File: config.mk
export PLATFORM = sky130hd
export DESIGN_NAME = srb_top
export DESIGN_NICKNAME = d
export VERILOG_FILES = /design/src/srb_pkg.sv /design/src/srb_top.sv /design/src/srb_sync.sv
export SDC_FILE = /design/constraint.sdc
export NUM_CORES = 1
export LEC_CHECK = 0
export BUFFER_PORTS_ARGS = -buffer_cell sky130_fd_sc_hd__clkbuf_2
export CAP_MARGIN = 20
export CORE_ASPECT_RATIO = 0.7
export CORE_UTILIZATION = 55
export DETAILED_ROUTE_END_ITERATION = 10
export HOLD_SLACK_MARGIN = 0.12
export PLACE_DENSITY_LB_ADDON = 0.12
export SLEW_MARGIN = 20
export SYNTH_ARGS = -nofsm -noshare
export SYNTH_HDL_FRONTEND = slang
export SYNTH_SLANG_ARGS = --single-unit
File: constraint.sdc
create_clock -name clk_sys -period 2.4 [get_ports clk_sys]
set_input_delay 0.48 -clock clk_sys [delete_from_list [all_inputs] [get_ports clk_sys]]
set_output_delay 0.48 -clock clk_sys [all_outputs]
set_load 0.1 [all_outputs]
File: src/srb_pkg.sv
// package: register map, fields and reset values of the serial receive block
package srb_pkg;
    // register byte offsets (word aligned)
    localparam logic [4:0] OFF_CONTROL  = 5'h00;
    localparam logic [4:0] OFF_STATUS   = 5'h04;
    localparam logic [4:0] OFF_RXBUF    = 5'h08;
    localparam logic [4:0] OFF_TXDATA   = 5'h0c;
    localparam logic [4:0] OFF_IRQ_STAT = 5'h10;
    localparam logic [4:0] OFF_IRQ_MASK = 5'h14;
    // control register fields
    localparam int CTL_SWRST   = 0;
    localparam int CTL_MASTER  = 1;
    localparam int CTL_MODE_LO = 2;
    localparam int CTL_CHAR7   = 4;
    localparam int CTL_MSB     = 5;
    localparam int CTL_CPOL    = 6;
    localparam int CTL_CPHA    = 7;
    localparam logic [7:0] CTL_RESET = 8'h01;
    // serial_status fields
    localparam int ST_LOOPBACK = 7;
    localparam int ST_CONFLICT = 6;
    localparam int ST_OVERRUN  = 5;
    localparam int ST_BUSY     = 0;
    localparam logic [7:0] ST_RESET = 8'h00;
    // interrupt status / mask fields
    localparam int IRQ_RX       = 0;
    localparam int IRQ_OVERRUN  = 1;
    localparam int IRQ_CONFLICT = 2;
    localparam logic [2:0] IRQ_RESET = 3'h0;
    // bits per character
    localparam logic [3:0] LEN8 = 4'h8;
    localparam logic [3:0] LEN7 = 4'h7;
    // wire modes
    localparam logic [1:0] MODE_3WIRE   = 2'h0;
    localparam logic [1:0] MODE_4W_HIGH = 2'h1;
    localparam logic [1:0] MODE_4W_LOW  = 2'h2;
endpackage : srb_pkg

File: src/srb_top.sv
// serial link receiver with status flags, receive buffer and register port
module srb_top (
    input  wire logic        clk_sys,         // system clock
    input  wire logic        reset,           // synchronous reset
    input  wire logic        ce,              // clock enable
    input  wire logic [4:0]  avs_address,     // byte address
    input  wire logic        avs_read,        // read request
    input  wire logic        avs_write,       // write request
    input  wire logic [31:0] avs_writedata,   // write data
    input  wire logic [3:0]  avs_byteenable,  // byte lanes
    output logic      [31:0] avs_readdata,    // read data
    output logic             avs_waitrequest, // stall
    input  wire logic        link_clk,        // serial clock pin
    input  wire logic        serial_in,       // serial data pin
    input  wire logic        ste_in,          // select / enable pin
    output logic             serial_out,      // serial data out
    output logic             serial_out_en,   // serial out drive
    output logic             irq              // level interrupt
);
    // synchronised pins
    logic [2:0] pins_q;
    srb_sync #(.W(3)) u_sync (
        .clk_sys (clk_sys),
        .ce      (ce),
        .reset   (reset),
        .d       ({ste_in, serial_in, link_clk}),
        .q       (pins_q)
    );

    // registers and state
    logic [7:0] control;
    logic       loopback_enable;
    logic       bus_conflict_error;
    logic       overrun_error;
    logic       busy_flag;
    logic [7:0] receive_buffer;
    logic [7:0] tx_data;
    logic [2:0] irq_status;
    logic [2:0] irq_mask;
    logic       rx_unread;
    logic [7:0] rx_shift;
    logic [7:0] tx_shift;
    logic [3:0] bit_count;
    logic       first_done;
    logic       sclk_prev;

    // control field decode
    wire        sw_reset  = control[srb_pkg::CTL_SWRST];
    wire        master    = control[srb_pkg::CTL_MASTER];
    wire [1:0]  wire_mode = control[srb_pkg::CTL_MODE_LO +: 2];
    wire        char7     = control[srb_pkg::CTL_CHAR7];
    wire        msb_first = control[srb_pkg::CTL_MSB];
    wire        cpol      = control[srb_pkg::CTL_CPOL];
    wire        cpha      = control[srb_pkg::CTL_CPHA];
    wire [3:0]  char_len  = char7 ? srb_pkg::LEN7 : srb_pkg::LEN8;
    wire        four_wire = (wire_mode == srb_pkg::MODE_4W_HIGH) ||
                            (wire_mode == srb_pkg::MODE_4W_LOW);
    wire        ste_act   = (wire_mode == srb_pkg::MODE_4W_HIGH) ? pins_q[2]
                                                                 : ~pins_q[2];

    // link edge detection on the sampled serial clock
    wire        sclk      = pins_q[0];
    wire        sclk_edge = (sclk != sclk_prev);
    wire        lead_edge = sclk_edge && (sclk != cpol);
    wire        trail_edge = sclk_edge && (sclk == cpol);
    wire        frame_en  = !four_wire || master || ste_act;
    wire        cap_edge  = frame_en && (cpha ? trail_edge : lead_edge);
    wire        shf_edge  = frame_en && (cpha ? lead_edge : trail_edge);
    wire        conflict  = four_wire && master && ste_act;

    // receive data source, loopback taps the transmit output
    wire        rx_bit    = loopback_enable ? serial_out : pins_q[1];

    // next receive shift value in either bit order
    wire [7:0]  shift_msb = {rx_shift[6:0], rx_bit};
    wire [7:0]  shift_lsb = char7 ? {1'b0, rx_bit, rx_shift[6:1]}
                                  : {rx_bit, rx_shift[7:1]};
    wire [7:0]  next_rx_shift = msb_first ? shift_msb : shift_lsb;
    wire [3:0]  next_count = bit_count + 4'h1;
    wire        char_done = cap_edge && (next_count == char_len);
    // seven-bit character right-justified, top bit forced low
    wire [7:0]  next_rxbuf = char7 ? {1'b0, next_rx_shift[6:0]}
                                   : next_rx_shift;

    // transmit bit selection
    wire [7:0]  tx_adv    = msb_first ? {tx_shift[6:0], 1'b0}
                                      : {1'b0, tx_shift[7:1]};
    wire        tx_top    = char7 ? tx_shift[6] : tx_shift[7];
    wire        tx_bit    = msb_first ? tx_top : tx_shift[0];

    // bus decode
    wire        bus_req   = avs_read || avs_write;
    wire        accept    = bus_req && !avs_waitrequest;
    wire        wr_acc    = accept && avs_write && avs_byteenable[0];
    wire        rd_acc    = accept && avs_read;
    wire        hit_ctl   = (avs_address == srb_pkg::OFF_CONTROL);
    wire        hit_st    = (avs_address == srb_pkg::OFF_STATUS);
    wire        hit_rxb   = (avs_address == srb_pkg::OFF_RXBUF);
    wire        hit_tx    = (avs_address == srb_pkg::OFF_TXDATA);
    wire        hit_is    = (avs_address == srb_pkg::OFF_IRQ_STAT);
    wire        hit_im    = (avs_address == srb_pkg::OFF_IRQ_MASK);
    wire [7:0]  wdata     = avs_writedata[7:0];
    wire        rxbuf_rd  = rd_acc && hit_rxb;
    wire        st_wr     = wr_acc && hit_st;

    // receive buffer read value, top bit reads zero in seven-bit mode
    wire [7:0]  rxbuf_val = {receive_buffer[7] & ~char7,
                             receive_buffer[6:0]};

    // status read value, unused bits read zero
    wire [7:0]  status_rd = {loopback_enable, bus_conflict_error,
                             overrun_error, 4'h0, busy_flag};
    wire [7:0]  rd_mux    = hit_ctl ? control :
                            hit_st  ? status_rd :
                            hit_rxb ? rxbuf_val :
                            hit_tx  ? tx_data :
                            hit_is  ? {5'h00, irq_status} :
                            hit_im  ? {5'h00, irq_mask} : 8'h00;

    // hardware events
    wire        ev_rx      = char_done;
    wire        ev_overrun = char_done && rx_unread;
    wire        ev_conf    = conflict;
    wire [2:0]  ev_vec     = {ev_conf, ev_overrun, ev_rx};

    // flag next values: hardware set wins over any clear
    wire [2:0]  w1c        = (wr_acc && hit_is) ? wdata[2:0] : 3'h0;
    wire [2:0]  rd_clr     = rxbuf_rd ? 3'h7 : 3'h0;
    wire [2:0]  next_irq_status = (irq_status & ~w1c & ~rd_clr) | ev_vec;
    wire        next_overrun = ev_overrun ||
                               (st_wr ? wdata[srb_pkg::ST_OVERRUN]
                                      : overrun_error && !rxbuf_rd);
    wire        next_conflict = ev_conf ||
                                (st_wr ? wdata[srb_pkg::ST_CONFLICT]
                                       : bus_conflict_error && !rxbuf_rd);

    // bus handshake: answer one cycle after the request appears
    always_ff @(posedge clk_sys) begin
        if (reset) begin
            avs_waitrequest <= 1'b1;
            avs_readdata    <= 32'h0000_0000;
        end else if (ce) begin
            if (bus_req && avs_waitrequest) begin
                avs_waitrequest <= 1'b0;
                avs_readdata    <= {24'h00_0000, rd_mux};
            end else begin
                avs_waitrequest <= 1'b1;
            end
        end
    end

    // software-owned registers outside the link reset
    always_ff @(posedge clk_sys) begin
        if (reset) begin
            control  <= srb_pkg::CTL_RESET;
            tx_data  <= 8'h00;
            irq_mask <= srb_pkg::IRQ_RESET;
        end else if (ce) begin
            if (wr_acc && hit_ctl) control <= wdata;
            if (wr_acc && hit_tx) tx_data <= wdata;
            if (wr_acc && hit_im) irq_mask <= wdata[2:0];
        end
    end

    // status flags, held clear during software reset
    always_ff @(posedge clk_sys) begin
        if (reset || (ce && sw_reset)) begin
            loopback_enable    <= srb_pkg::ST_RESET[srb_pkg::ST_LOOPBACK];
            bus_conflict_error <= srb_pkg::ST_RESET[srb_pkg::ST_CONFLICT];
            overrun_error      <= srb_pkg::ST_RESET[srb_pkg::ST_OVERRUN];
            busy_flag          <= srb_pkg::ST_RESET[srb_pkg::ST_BUSY];
            irq_status         <= srb_pkg::IRQ_RESET;
        end else if (ce) begin
            if (st_wr) loopback_enable <= wdata[srb_pkg::ST_LOOPBACK];
            bus_conflict_error <= next_conflict;
            overrun_error      <= next_overrun;
            busy_flag          <= (bit_count != 4'h0) && !char_done;
            irq_status         <= next_irq_status;
        end
    end

    // receive shifter and buffer
    always_ff @(posedge clk_sys) begin
        if (reset || (ce && sw_reset)) begin
            rx_shift       <= 8'h00;
            bit_count      <= 4'h0;
            receive_buffer <= 8'h00;
            rx_unread      <= 1'b0;
            sclk_prev      <= 1'b0;
        end else if (ce) begin
            sclk_prev <= sclk;
            if (four_wire && !master && !ste_act) begin
                bit_count <= 4'h0; // deselect aborts a partial character
            end else if (cap_edge) begin
                rx_shift  <= next_rx_shift;
                bit_count <= char_done ? 4'h0 : next_count;
            end
            if (char_done) begin
                receive_buffer <= next_rxbuf;
                rx_unread      <= 1'b1;
            end else if (rxbuf_rd) begin
                rx_unread <= 1'b0;
            end
        end
    end

    // transmit shifter, reloaded between characters
    always_ff @(posedge clk_sys) begin
        if (reset || (ce && sw_reset)) begin
            tx_shift   <= 8'h00;
            first_done <= 1'b0;
        end else if (ce) begin
            if (bit_count == 4'h0 && !first_done && !shf_edge) begin
                tx_shift <= tx_data;
            end else if (shf_edge) begin
                if (cpha && !first_done) begin
                    first_done <= 1'b1; // first leading edge only presents
                end else begin
                    tx_shift <= tx_adv;
                end
            end
            if (char_done) first_done <= 1'b0;
        end
    end

    // pin and interrupt outputs
    always_ff @(posedge clk_sys) begin
        if (reset) begin
            serial_out    <= 1'b0;
            serial_out_en <= 1'b0;
            irq           <= 1'b0;
        end else if (ce) begin
            serial_out    <= tx_bit;
            serial_out_en <= !sw_reset && frame_en;
            irq           <= |(irq_status & irq_mask);
        end
    end
endmodule // srb_top

File: src/srb_sync.sv
// three-stage pin synchroniser with agreement filter
module srb_sync #(
    parameter int W = 1
) (
    input  wire logic         clk_sys, // system clock
    input  wire logic         ce,      // clock enable
    input  wire logic         reset,   // synchronous reset
    input  wire logic [W-1:0] d,       // asynchronous pins
    output logic      [W-1:0] q        // filtered level
);
    logic [W-1:0] s1;
    logic [W-1:0] s2;
    logic [W-1:0] s3;
    logic [W-1:0] next_q;
    logic [W-1:0] agree;

    // take a bit only once stages two and three agree, else hold
    assign agree  = ~(s2 ^ s3);
    assign next_q = (s3 & agree) | (q & ~agree);

    // sampling chain
    always_ff @(posedge clk_sys) begin
        if (reset) begin
            s1 <= '0;
            s2 <= '0;
            s3 <= '0;
            q  <= '0;
        end else if (ce) begin
            s1 <= d;
            s2 <= s1;
            s3 <= s2;
            q  <= next_q;
        end
    end
endmodule // srb_sync

# After elaboration in Yosys (flattened, before gate mapping)
# Index checks and enable logic that the tools add are counted.
# word_totals
register_bits,81
latch_bits,0
mem_bits_rw,0
romBits,0
inputBits,49
output_inout_bits,36
word_cells,153
memories,0
# classes
addsub,1
multipliers,0
div,0
magnitude_cmp,0
eq_ne,13
shifts,0
n_mux,34
bitwise_logic,16
reduce_logical,65
# op_table
operator,count
$mux 8,11
$logic_and 1x1->1,29
$mux 4,4
$reduce_and 2->1,8
$and 3x3->3,5
$mux 1,15
$mux 3,4
$not 3->3,4
$eq 5x4->1 const B,2
$eq 5x5->1 const B,2
$reduce_bool 2->1,5
$logic_not 1->1,9
$logic_or 1x1->1,7
$or 3x3->3,2
$reduce_and 3->1,2
$eq 5x3->1 const B,1
$logic_not 5->1,1
$add 4x1->4 const B,1
$eq 4x4->1,1
$logic_not 4->1,1
$ne 2x2->1 const B,2
$reduce_and 4->1,1
$reduce_bool 4->1,1
$not 1->1,3
other kinds (7),8

# Longest topological paths before layout
# Gate-level depths: netlist of run 1.
# depth
word_depth,10
ltp_mapped,9
ltp_nobuf,7

# Cells and area by module
# Synthesis of run 1 repeated with hierarchy kept, for this count alone.
# unflattened
cells_unflattened,458
area_unflattened_um2,4257.8
# modules_own_cells
mod,instances,cells_per_inst,area_per_inst_um2,seq_area_each_um2
srb_top,1,410,3737.3,1381.3
srb_sync,1,48,520.5,240.2

# Worst setup path after synthesis of run 1
# Ideal clock, no wire load.
# synth_timing
kind,register to register
startpoint,reg avs_waitrequest
endpoint,reg irq_mask[0]
setup_ns,0.128
t_arrival_ns,1.896
required_time_ns,2.272
path_slack_ns,0.377
stages_incl_launch_ff,6
path_buffers,1
period_less_slack_ns,2.023
path_cell_list,dfxtp_1 -> and4b_1 -> buf_1 -> nand3_1 -> mux2i_1 -> nor2_1
# synth_between
elab_chain_len,6
# synth_rtl
element,line_no,source
start: declaration,srb_top.sv:12,"output logic avs_waitrequest,"
start signal: assignment,srb_top.sv:140,avs_waitrequest <= 1'b1;
start signal: assignment,srb_top.sv:144,avs_waitrequest <= 1'b0;
start signal: assignment,srb_top.sv:147,avs_waitrequest <= 1'b1;
$logic_not 1->1,srb_top.sv:93,wire accept = bus_req && !avs_waitrequest;
$logic_and 1x1->1,srb_top.sv:93,
$logic_and 1x1->1 (2 in series),srb_top.sv:94,wire wr_acc = accept && avs_write && avs_byteenable[0];
$logic_and 1x1->1,srb_top.sv:161,if (wr_acc && hit_im) irq_mask <= wdata[2:0];
$reduce_and 2->1 (no source line),-,
end signal: assignment,srb_top.sv:157,irq_mask <= srb_pkg::IRQ_RESET;
end signal: assignment,srb_top.sv:161,
end: declaration,srb_top.sv:39,logic [2:0] irq_mask;
# Every way passes these cells.
# A chain may end at the register's enable or synchronous reset.

# Worst setup path in the final report of run 1
# layout_timing
startpoint,reg bit_count[0]
endpoint,reg receive_buffer[3]
# layout_between
elab_chain_len,4
# layout_rtl
element,line_no,source
start: declaration,srb_top.sv:43,logic [3:0] bit_count;
start signal: assignment,srb_top.sv:196,bit_count <= char_done ? 4'h0 : next_count;
$add 4x1->4,srb_top.sv:79,wire [3:0] next_count = bit_count + 4'h1;
$eq 4x4->1,srb_top.sv:80,wire char_done = cap_edge && (next_count == char_len);
$logic_and 1x1->1,srb_top.sv:80,
$reduce_and 2->1 (no source line),-,
end signal: assignment,srb_top.sv:199,receive_buffer <= next_rxbuf;
end: declaration,srb_top.sv:36,logic [7:0] receive_buffer;
# Every way passes these cells.

==> results.rst, run 1 <==
.. list-table::
   :header-rows: 1

   * - Metric
     - Value
   * - Top cells by area, synth
     - sky130_fd_sc_hd__dfxtp_1 (39%), sky130_fd_sc_hd__mux2i_1 (9.0%), sky130_fd_sc_hd__buf_4 (4.7%), sky130_fd_sc_hd__nor2_1 (4.7%), sky130_fd_sc_hd__a21oi_1 (3.5%)
   * - Cell at the root of the clock tree
     - sky130_fd_sc_hd__clkbuf_8
   * - Path depth of the worst reg2reg path
     - 8
   * - Kind of end point of the critical path
     - flop
   * - Proportion of layout cells with a drive suffix above 1
     - 0.174
   * - I/O pin cnt
     - 85
   * - Initial antenna violation count
     - 0
   * - #FFs+latches synth
     - slightly above 80
   * - Global routing usage on met3
     - 0.0999
   * - Required time of the critical path
     - ~2.7 ns
   * - Fraction of met2 tracks used by global routing
     - 0.398
   * - Startpoint of the worst hold path
     - ste_in
   * - Synth Area in Compound Gates
     - 0.185
   * - Clock input transition at the sequential cells of the worst setup and hold paths
     - roughly 0.090 ns
   * - Share of the clock period used by the worst path after layout
     - 0.912
   * - Setup Skew
     - 0.0121 ns
   * - Synth Cell Area
     - 4130 sq um
   * - Critical-path cell with the highest stage delay
     - sky130_fd_sc_hd__dfxtp_2
   * - Average footprint of a synthesized cell
     - 8.97 sq um
   * - Kind of path behind the tightest hold check
     - in -> reg
   * - Most frequent cells in the layout
     - sky130_fd_sc_hd__dfxtp_1 (80), sky130_fd_sc_hd__nor2_1 (52), sky130_fd_sc_hd__mux2i_1 (37)
   * - Met1 global-route usage
     - 0.350
   * - P_leak
     - around 1.7 nW
   * - # rows
     - 26
   * - Crit path launch
     - bit_count[0]
   * - Asr flop ratio synth
     - 0
   * - Capture point of the worst reg-to-reg path
     - receive_buffer[3]
   * - Vias per Instance
     - between 5 and 6
   * - Hold Violations, Final
     - 0
   * - Skew-Pair Late Insertion Delay
     - about 0.36 ns
   * - Setup CP Type
     - reg -> reg
   * - RSZ-0062 raised after global routing
     - false
   * - Commonest register cell after synthesis
     - sky130_fd_sc_hd__dfxtp_1
   * - Number of enable flip-flop cells after synthesis
     - 0
   * - Layer with the highest usage
     - met2
   * - Fraction of the yosys area taken by sequential cells
     - 0.393
   * - Grt total ovfl
     - 0
   * - Total core area
     - 7290 sq um
   * - Largest net degree at the start of global routing
     - 42
   * - Critical path fanouts, max
     - 14
   * - Weighted congestion at the end of routability-driven global placement
     - 0.911
   * - Hold Path Stages
     - 3
   * - Synth Instances
     - 460
   * - Detailed-route DRC error count
     - 0
   * - Worst vdd rail ir drop
     - ~0.00036 V
   * - Horizontal die dimension
     - about 110 microns
   * - Final antenna-violating net count
     - 0
   * - Number of unique standard cell types used by synthesis
     - 67
   * - Power per standard cell area
     - slightly above 600 nW/um^2
   * - Initial drt markers
     - 229
   * - Dominant combinational cell family by area after synthesis
     - compound AO/OA/AOI/OAI gates
   * - Layout Cells excl Fill
     - a little under 600
   * - First-pass DRT Iterations
     - 6
   * - GRT Util Overall
     - 0.260
   * - Final max-slew violation count
     - 0
   * - Area enclosed by the die boundary
     - slightly below 8000 sq um
   * - Detailed-placement wirelength estimate
     - about 7300 microns
   * - # diodes
     - 0
   * - Worst Tran Pin Value
     - approximately 0.67 ns
   * - Count of hold buffers inserted by post-cts repair
     - 0
   * - Final routed wire length divided by cell count
     - 16.7 microns
   * - Setup violation total in the final timing report
     - 0
   * - H-tree level count
     - 3
   * - Leading cell type in the layout, fill and taps excluded
     - sky130_fd_sc_hd__dfxtp_1
   * - Net total in the final layout
     - between 500 and 600
   * - Ordered list of cells on the worst path
     - inv_1 -> ha_1 -> nor3b_1 -> mux2_2 -> o221a_2 -> buf_4 -> a21oi_1 -> a311oi_1
   * - Simple-Gate Fraction of Synth Area
     - 0.184
   * - Reg-to-reg critical path startpoint
     - bit_count[0]
   * - Critical Path Source Type
     - flop
   * - DR vias
     - between 3000 and 4000
   * - Sink Count
     - a little over 80
   * - First-pass GRT wire length
     - approximately 16000 microns
   * - Minimum clock period
     - between 2 and 2.5 ns
   * - Portion of netlist area occupied by mux cells
     - 0.133
   * - Xor and xnor fraction of the mapped netlist area
     - 0.00818
   * - Clock buffer count from CTS
     - 9
   * - Hold Path Sink
     - u_sync.s1[2]
   * - Slack of the worst reg-to-reg path
     - ~0.21 ns
   * - TNS Setup
     - 0 ns
   * - Post-synthesis adder-cell area fraction
     - 0.00909
   * - Height of the die
     - roughly 74 microns
   * - Synth-to-Final Area Change
     - 8.79%
   * - Run status
     - completed
   * - Maximum number of buffers from clock root to sink
     - 2
   * - Total power
     - between 2 and 3 mW
   * - Worst max-slew margin expressed relative to the limit
     - 0.554
   * - Detailed Route WL
     - 9910 microns
   * - Yosys top cell area share
     - 0.393
   * - Ys Warns
     - 0
   * - Cell type with the largest total area after synthesis
     - sky130_fd_sc_hd__dfxtp_1
   * - Vias in the first global route
     - ~3000
   * - Starting utilization of the core area
     - 0.566
   * - Maximum frequency from static timing analysis
     - between 400 and 500 MHz
   * - Largest stage delay on the critical path
     - slightly below 0.4 ns
   * - Count of placed standard cells including taps
     - between 500 and 600
   * - Count of input and output buffers
     - 33
   * - CTS tree
     - yes
   * - Number of max-cap violations
     - 0
   * - Arrival time at the worst endpoint
     - roughly 2.5 ns
power breakdown:
| part | internal (mW) | switching [mW] | leakage [nW] | total [mW] |
|---|---|---|---|---|
| logic | 0.0544 | 0.311 | 0.919 | 0.365 |
| clock network | 0.487 | 0.519 | 0.0962 | 1.01 |
| registers | 1.36 | 0.00944 | 0.655 | 1.37 |
| total | 1.90 | 0.839 | 1.67 | 2.74 |
flip-flops by register name, summed over array words and instances (netlist names), 3 cells and up, named ones only:
signal          count
irq_status          3
receive_buffer      8
avs_readdata        8
u_sync.s2           3
rx_shift            8
u_sync.s3           3
bit_count           4
u_sync.s1           3
control             8
irq_mask            3
tx_data             8
tx_shift            8
what timing repair did:
| item | 4_1_cts | 5_1_grt |
|---|---|---|
| buffers inserted | 0 | 0 |
| gates resized for setup | 0 | 1 |
| setup endpoints to repair | 0 | 3 |
synth_stat cells, types with 7 or more instances:
cell,instances
sky130_fd_sc_hd__a21oi_1,29
sky130_fd_sc_hd__nor2b_1,7
sky130_fd_sc_hd__inv_1,7
sky130_fd_sc_hd__buf_4,26
sky130_fd_sc_hd__nand2_1,29
sky130_fd_sc_hd__nand3_1,26
sky130_fd_sc_hd__nor2_1,52
sky130_fd_sc_hd__a211oi_1,15
sky130_fd_sc_hd__mux2_2,7
sky130_fd_sc_hd__a22oi_1,7
sky130_fd_sc_hd__dfxtp_1,81
sky130_fd_sc_hd__mux2i_1,37
sky130_fd_sc_hd__nor3_1,10
sky130_fd_sc_hd__clkbuf_1,12
sky130_fd_sc_hd__o21ai_0,15
critical path, delay by kind of cell, from the launching register on:
kind	cells	cell delay [ns]
AOI/OAI and AO/OA	3	0.56
adders and majority gates	1	0.33
buffers and inverters	2	0.26
DFF	1	0.39
muxes	1	0.26
and+or+nand+nor	1	0.29
cell type report:
| class | count | area, sq um |
|---|---|---|
| flip-flops and latches | 81 | 1620 |
| clock inverters | 7 | 76.3 |
| well taps | 98 | 123 |
| inverters | 7 | 26.3 |
| clock buffers | 9 | 124 |
| fillers | 668 | 2800 |
| multi-input cells | 343 | 2240 |
| repair buffers | 47 | 283 |
cells by family after synthesis:
group	after synthesis
AOI/OAI and AO/OA	110
xor gates and xnor gates	3
adders and majority gates	3
buffers and inverters	59
DFF	81
muxes	49
other	1
and+or+nand+nor	154
how the worst max path moves through the flow:
stage | cells after the start | to | slack (ns)
after global placement | 5 | tx_data[4] | 0.37
after global routing | 8 | receive_buffer[3] | 0.05
after floorplan | 5 | irq_mask[0] | 0.38
after CTS | 8 | receive_buffer[3] | 0.14
final | 8 | receive_buffer[3] | 0.21
after detailed placement | 8 | receive_buffer[3] | 0.17
stage by stage:
step | hold WS [ns] | cell area, sq um | setup slack [ns] | utilization
after global placement | 0.444 | 4290 | 0.371 | 0.589
after detailed placement | 0.441 | 4290 | 0.172 | 0.589
after global routing | 0.372 | 4490 | 0.0450 | 0.616
final | 0.359 | 4490 | 0.211 | 0.616
after CTS | 0.351 | 4490 | 0.145 | 0.616
after floorplan | 0.422 | 4210 | 0.377 | -
layer usage:
layer	vias to the layer above	wire length, microns
li1	1687	-
met1	1615	4760
met2	129	4190
met3	8	890
met4	0	74
met5	-	0
Note: power is estimated with default switching activity, not from simulation.
==> inputs of run 2 (changes only) <==
BUFFER_PORTS_ARGS = -buffer_cell sky130_fd_sc_hd__buf_2   (was -buffer_cell sky130_fd_sc_hd__clkbuf_2)
TNS_END_PERCENT = 10   (was default)
==> run 2 against run 1 <==
  * Via count increased by 0.96%
  * Worst hold slack lost 0.013 ns
  * Core utilization increased by 0.62 points
  * Non-clock buffer count is 1 higher
  * Combinational power barely moved
  * Cell area is 1.0% higher
  * Largest cell class unchanged
  * Largest power group unchanged
==> results.rst, run 2 (synthesis results as in run 1) <==
.. list-table::
   :header-rows: 1

   * - Metric
     - Value
   * - Net switching share of the total power
     - 0.283 (-0.0237)
   * - I/O pin cnt
     - 85 (unchanged)
   * - TNS Setup
     - 0 ns (unchanged)
   * - Clock buffer count from CTS
     - 9 (unchanged)
   * - Largest stage delay on the critical path
     - 0.45 ns (+0.06 ns)
   * - Critical path fanouts, max
     - 14 (unchanged)
   * - Kind of end point of the critical path
     - flop
   * - Critical-path cell with the highest stage delay
     - sky130_fd_sc_hd__dfxtp_1
   * - DR vias
     - 3472 (+0.96%)
   * - Detailed-placement wirelength estimate
     - 7220 microns (-1.2%)
   * - Sequential Area
     - 1620 sq um (about the same)
   * - Fillcell total
     - 650 (-2.7%)
   * - RSZ-0062 raised after global routing
     - false
   * - Final antenna-violating net count
     - 0 (unchanged)
   * - Grt total ovfl
     - 0 (unchanged)
   * - Setup CP Type
     - reg -> reg
   * - Run status
     - completed
   * - # rows
     - 26 (unchanged)
   * - Worst Tran Pin Value
     - 0.617 ns (-0.0499 ns)
   * - Proportion of layout cells with a drive suffix above 1
     - 0.174 (-0.000352)
   * - Count of hold buffers inserted by post-cts repair
     - 0 (unchanged)
   * - Vias in the first global route
     - 3010 (-1.2%)
   * - Final max-slew violation count
     - 0 (unchanged)
   * - Kind of path behind the tightest hold check
     - in -> reg
   * - Weighted congestion at the end of routability-driven global placement
     - 0.835 (-8.3%)
   * - Starting utilization of the core area
     - 0.566 (unchanged)
   * - Count of input and output buffers
     - 33 (unchanged)
   * - Initial drt markers
     - 288 (+26%)
   * - Ordered list of cells on the worst path
     - inv_1 -> ha_1 -> nor4bb_1 -> mux2_2 -> o221a_2 -> buf_4 -> a21oi_1 -> a311oi_1
   * - CTS tree
     - yes
   * - Minimum clock period
     - 2.18 ns (-0.00641 ns)
   * - Most frequent cells in the layout
     - sky130_fd_sc_hd__dfxtp_1 (81), sky130_fd_sc_hd__nor2_1 (52), sky130_fd_sc_hd__mux2i_1 (37)
   * - GRT Util Overall
     - 0.269 (+0.00907)
   * - Net total in the final layout
     - 542 (+0.18%)
   * - Leading cell type in the layout, fill and taps excluded
     - sky130_fd_sc_hd__dfxtp_1
   * - First-pass GRT wire length
     - 15900 microns (+1.6%)
   * - Int Pwr
     - 2.08 mW (+9.7%)
   * - Switching pwr
     - 0.822 mW (-2.1%)
   * - Total core area
     - 7290 sq um (unchanged)
   * - Largest net degree at the start of global routing
     - 45 (+7.1%)
   * - Clock input transition at the sequential cells of the worst setup and hold paths
     - 0.09 ns (about the same)
   * - Worst vdd rail ir drop
     - 0.000425 V (+19%)
   * - Hold Violations, Final
     - 0 (unchanged)
   * - Power per standard cell area
     - 640 nW/um^2 (+5.0%)
   * - # diodes
     - 0 (unchanged)
   * - Sink Count
     - 81 (unchanged)
   * - Sequential share of power
     - 0.470 (-0.029)
   * - Vias per Instance
     - 5.85 (+0.79%)
   * - Synth-to-Final Area Change
     - 9.88%
   * - Area enclosed by the die boundary
     - 7860 sq um (unchanged)
   * - Clock network power share
     - 0.404 (+0.036)
   * - Height of the die
     - 74.5 microns (unchanged)
   * - Layout Cells excl Fill
     - 593 (+0.17%)
   * - Combined area of the multi-input logic cells
     - 2240 sq um (unchanged)
   * - Skew-Pair Late Insertion Delay
     - 0.37 ns (about the same)
   * - Horizontal die dimension
     - 106 microns (unchanged)
   * - First-pass DRT Iterations
     - 5 (-1)
   * - H-tree level count
     - 3 (unchanged)
   * - Design Area, Final
     - 4540 sq um (+1.0%)
   * - Initial antenna violation count
     - 0 (unchanged)
   * - Arrival time at the worst endpoint
     - 2.45 ns (about the same)
   * - Maximum frequency from static timing analysis
     - 458 MHz (+0.29%)
   * - Worst max-slew margin expressed relative to the limit
     - 0.587 (+0.0324)
   * - Final routed wire length divided by cell count
     - 16.7 microns (-0.14%)
   * - Detailed Route WL
     - 9910 microns (about the same)
   * - Share of the clock period used by the worst path after layout
     - 0.909 (-0.00267)
   * - P_leak
     - 1.70 nW (+2.1%)
   * - Maximum number of buffers from clock root to sink
     - 2 (unchanged)
   * - Detailed-route DRC error count
     - 0 (unchanged)
   * - Post-CTS resize count
     - 0 (unchanged)
   * - Cell at the root of the clock tree
     - sky130_fd_sc_hd__clkbuf_8
   * - Count of placed standard cells including taps
     - 577 (+0.17%)
   * - Required time of the critical path
     - 2.67 ns (about the same)
   * - Critical Path Source Type
     - flop
   * - Number of max-cap violations
     - 0 (unchanged)
   * - Placed cell areas
     - 4300 sq um (+0.18%)
   * - Setup Skew
     - 0.0220 ns (+0.00989 ns)
   * - Combinational fraction of design power
     - 0.126 (-0.007)
   * - Number of buffers inserted by post-CTS setup repair
     - 0 (unchanged)
   * - Setup violation total in the final timing report
     - 0 (unchanged)
[run 2: cell count changes in the layout (fill, tap and decap cells not counted), sizes merged]
cell / before / now
bufinv: 1 / 2
clkinvlp: 2 / 0
buf: 14 / 48
clkbuf: 42 / 12
inv: 9 / 7
[run 2: final timing paths]
check | start | to | slack [ns] | cells past startpoint
max reg2reg | bit_count[0] | receive_buffer[4] | 0.22 | 8
max | bit_count[0] | receive_buffer[4] | 0.22 | 8
min | ste_in | u_sync.s1[2] | 0.35 | 3
min reg2reg | rx_unread | rx_unread | 0.47 | 2
[run 2: metal layers]
| metal | routed length [microns] | global-route usage | vias to the layer above |
|---|---|---|---|
| met2 | 4190 | 0.391 | 120 |
| li1 | - | - | 1686 |
| met3 | 832 | 0.0999 | 10 |
| met1 | 4800 | 0.382 | 1656 |
| met5 | 0 | 0 | - |
| met4 | 90 | 0.0586 | 0 |
[run 2: worst max-delay path: cells and delay by family (launching register included)]
kind	cells	cell delay (ns)
AO/OA/AOI/OAI	3	0.53
flip-flops	1	0.45
adder cells (fa/ha/maj)	1	0.32
buffers and inverters	2	0.27
AND/OR/NAND/NOR	1	0.26
multiplexers	1	0.23
[run 2: metrics by stage]
| stage | hold slack [ns] | power (mW) | util | setup slack (ns) |
|---|---|---|---|---|
| 2_1_floorplan | 0.422 | 1.73 | - | 0.377 |
| 3_3_place_gp | 0.442 | 1.76 | 0.590 | 0.356 |
| 3_5_place_dp | 0.451 | 1.76 | 0.590 | 0.262 |
| 4_1_cts | 0.341 | 2.92 | 0.622 | 0.257 |
| 5_1_grt | 0.327 | 3.01 | 0.622 | 0.0749 |
| 6_report | 0.345 | 2.90 | 0.622 | 0.218 |
[run 2: power groups by stage]
stage | registers (mW) | clock network [mW] | logic, mW
2_1_floorplan | 1.44 | 0 | 0.283
3_3_place_gp | 1.40 | 0 | 0.360
3_5_place_dp | 1.40 | 0 | 0.362
4_1_cts | 1.37 | 1.19 | 0.364
5_1_grt | 1.37 | 1.26 | 0.383
6_report | 1.37 | 1.17 | 0.366
[run 2: final cells by class]
type                       instances  area share
clock buffer                      12      0.0364
multi-input combinational        343       0.493
clock inverter                     4      0.0163
timing repair buffer              48      0.0640
inverter                           7     0.00579
tap                               98      0.0270
sequential                        81       0.358
==> inputs of run 3 (changes only) <==
RECOVER_POWER = 100   (was default)
==> run 3 against run 2 <==
  * Clock-buffer cell count stayed put
  * Sequential share of layout area rose by 0.32 points
  * Via count is 1.0% lower
  * Critical path depth shrank 2
  * Cell area down 0.88%
  * Global-route usage is the same
  * Clock power is essentially flat
  * Non-clock buffer count did not move
  * Worst hold slack gained 0.0036 ns
  * Register-to-register slack is essentially flat
==> results.rst, run 3 (synthesis results as in run 1) <==
.. list-table::
   :header-rows: 1

   * - Metric
     - Value
   * - GRT Util Overall
     - 0.269 (unchanged)
   * - Detailed-route DRC error count
     - 0 (unchanged)
   * - Count of placed standard cells including taps
     - 577 (unchanged)
   * - Top sig layer
     - met4
   * - Minimum clock period
     - 2.24 ns (+0.0531 ns)
   * - Post-CTS resize count
     - 0 (unchanged)
   * - Critical path fanouts, max
     - 10 (-4)
   * - CTS tree
     - yes
   * - Worst max-slew margin expressed relative to the limit
     - 0.221 (-0.366)
   * - DR vias
     - 3437 (-1.0%)
   * - Required time of the critical path
     - 2.67 ns (about the same)
   * - # diodes
     - 0 (unchanged)
   * - Grt total ovfl
     - 0 (unchanged)
   * - TNS Setup
     - 0 ns (unchanged)
   * - Skew-Pair Late Insertion Delay
     - 0.37 ns (about the same)
   * - Vias per Instance
     - 5.80 (-1.0%)
   * - Fillcell total
     - 667 (+2.6%)
   * - RSZ-0062 raised after global routing
     - false
   * - Cell at the root of the clock tree
     - sky130_fd_sc_hd__clkbuf_8
   * - Synth-to-Final Area Change
     - 8.91%
   * - P_leak
     - 1.64 nW (-3.7%)
   * - Maximum number of buffers from clock root to sink
     - 2 (unchanged)
   * - Kind of cell adding the most delay to the critical path
     - buffers and inverters
   * - Setup violation total in the final timing report
     - 0 (unchanged)
   * - Path depth of the worst reg2reg path
     - 7 (-1)
   * - Cell with the most instances on the worst path
     - sky130_fd_sc_hd__clkbuf_1
   * - Area enclosed by the die boundary
     - 7860 sq um (unchanged)
   * - Instance count on the critical path
     - 6 (-2)
   * - Detailed-placement wirelength estimate
     - 7220 microns (unchanged)
   * - Number of buffers inserted by post-CTS setup repair
     - 0 (unchanged)
   * - Clock buffer count from CTS
     - 9 (unchanged)
   * - Critical-path cell with the highest stage delay
     - sky130_fd_sc_hd__clkbuf_1
   * - Ordered list of cells on the worst path
     - clkbuf_1 -> clkbuf_1 -> a21o_1 -> clkbuf_1 -> nor2_1 -> a32o_1
   * - Final max-slew violation count
     - 0 (unchanged)
   * - Worst vdd rail ir drop
     - 0.000422 V (-0.63%)
   * - Combined area of the multi-input logic cells
     - 2230 sq um (-0.39%)
   * - Startpoint of the worst hold path
     - ste_in
   * - Weighted congestion at the end of routability-driven global placement
     - 0.835 (unchanged)
   * - First-pass GRT wire length
     - 15900 microns (unchanged)
   * - Sequential Area
     - 1620 sq um (unchanged)
   * - Initial antenna violation count
     - 0 (unchanged)
   * - Kind of end point of the critical path
     - flop
   * - First-pass DRT Iterations
     - 4 (-1)
   * - Crit path launch
     - ce
   * - Largest net degree at the start of global routing
     - 45 (unchanged)
   * - Share of the clock period used by the worst path after layout
     - 0.931 (+0.0221)
   * - Leading cell type in the layout, fill and taps excluded
     - sky130_fd_sc_hd__dfxtp_1
   * - Met1 layer wirelength in the final routing
     - 4820 microns (+0.33%)
   * - Maximum frequency from static timing analysis
     - 447 MHz (-2.4%)
   * - Proportion of layout cells with a drive suffix above 1
     - 0.137 (-0.0364)
   * - Kind of path behind the tightest hold check
     - in -> reg
   * - Crit path buf inv count
     - 3 (+1)
   * - Clock input transition at the sequential cells of the worst setup and hold paths
     - 0.09 ns (about the same)
   * - Hold Violations, Final
     - 0 (unchanged)
   * - Count of input and output buffers
     - 33 (unchanged)
   * - Setup CP Type
     - in -> reg
   * - Vias in the first global route
     - 3010 (unchanged)
   * - H-tree level count
     - 3 (unchanged)
   * - Run status
     - completed
   * - Starting utilization of the core area
     - 0.566 (unchanged)
   * - Power per standard cell area
     - 644 nW/um^2 (+0.57%)
   * - Reg-to-reg critical path startpoint
     - control[3]
   * - Met2 wire length
     - 4150 microns (-0.91%)
   * - Height of the die
     - 74.5 microns (unchanged)
   * - Hold Path Stages
     - 3 (unchanged)
   * - Net total in the final layout
     - 542 (unchanged)
   * - Layout Cells excl Fill
     - 593 (unchanged)
   * - Critical Path Source Type
     - input port
   * - Sink Count
     - 81 (unchanged)
   * - Largest stage delay on the critical path
     - 0.54 ns (+0.09 ns)
   * - I/O pin cnt
     - 85 (unchanged)
   * - Setup Skew
     - 0.0204 ns (-0.00154 ns)
   * - Number of max-cap violations
     - 0 (unchanged)
   * - Arrival time at the worst endpoint
     - 2.51 ns (+0.06 ns)
   * - Total power
     - 2.90 mW (-0.31%)
   * - Detailed Route WL
     - 9930 microns (+0.12%)
   * - Count of hold buffers inserted by post-cts repair
     - 0 (unchanged)
   * - Initial drt markers
     - 266 (-7.6%)
   * - Final-layout worst hold slack
     - 0.349 ns (+0.00356 ns)
   * - Final routed wire length divided by cell count
     - 16.7 microns (+0.12%)
   * - Most frequent cells in the layout
     - sky130_fd_sc_hd__dfxtp_1 (81), sky130_fd_sc_hd__nor2_1 (52), sky130_fd_sc_hd__mux2i_1 (37)
   * - Total core area
     - 7290 sq um (unchanged)
   * - Horizontal die dimension
     - 106 microns (unchanged)
   * - Worst Tran Pin Value
     - 1.17 ns (+0.557 ns)
   * - Final antenna-violating net count
     - 0 (unchanged)
   * - Amount of wire on met3 after detailed routing
     - 852 microns (+2.4%)
   * - # rows
     - 26 (unchanged)
[run 3: changes by cell type in the layout (fill, tap and decap cells not counted)]
cell and change:
sky130_fd_sc_hd__buf_2 -15, sky130_fd_sc_hd__clkbuf_2 +2, sky130_fd_sc_hd__nor3_2 +1, sky130_fd_sc_hd__clkbuf_1 +17, sky130_fd_sc_hd__nor3_4 -1, sky130_fd_sc_hd__buf_4 -4
sky130_fd_sc_hd__mux2_1 +1, sky130_fd_sc_hd__a2111oi_0 +2, sky130_fd_sc_hd__a2111oi_1 -2, sky130_fd_sc_hd__mux2_2 -1
[run 3: stage by stage]
stage / util / cell area (sq um) / worst slack, ns
after floorplan: - / 4210 / 0.377
after global placement: 0.590 / 4300 / 0.356
after detailed placement: 0.590 / 4300 / 0.262
after CTS: 0.622 / 4540 / 0.257
after global routing: 0.617 / 4500 / 0.0502
final: 0.617 / 4500 / 0.165
[run 3: tightest hold or removal path, cell delays in order]
cell and delay (ns):
sky130_fd_sc_hd__buf_2 0.07, sky130_fd_sc_hd__mux2i_1 0.05, sky130_fd_sc_hd__nor2_1 0.07
[run 3: path summary, 6_finish.rpt]
kind / to / slack, ns
worst max-delay path: first_done / 0.16
worst min-delay path: u_sync.s1[2] / 0.35
worst max register to register: tx_shift[7] / 0.21
worst min register to register: rx_unread / 0.47
[run 3: power by group]
part / internal [mW] / switching, mW / total [mW] / leakage [nW]
combinational: 0.0501 / 0.310 / 0.360 / 0.864
clock: 0.671 / 0.498 / 1.17 / 0.123
sequential: 1.36 / 0.00888 / 1.37 / 0.654
[run 3: area by class of cell]
type,count,share of cell area
clock inverters,4,0.0164
inverters,7,0.00584
repair buffers,48,0.0576
flip-flops and latches,81,0.361
clock buffers,12,0.0367
multi-input cells,343,0.495
well taps,98,0.0273
[run 3: per-layer routing]
metal	track usage	vias to the layer above
li1	-	1684
met5	0	-
met1	0.382	1620
met4	0.0586	0
met3	0.0999	10
met2	0.391	123
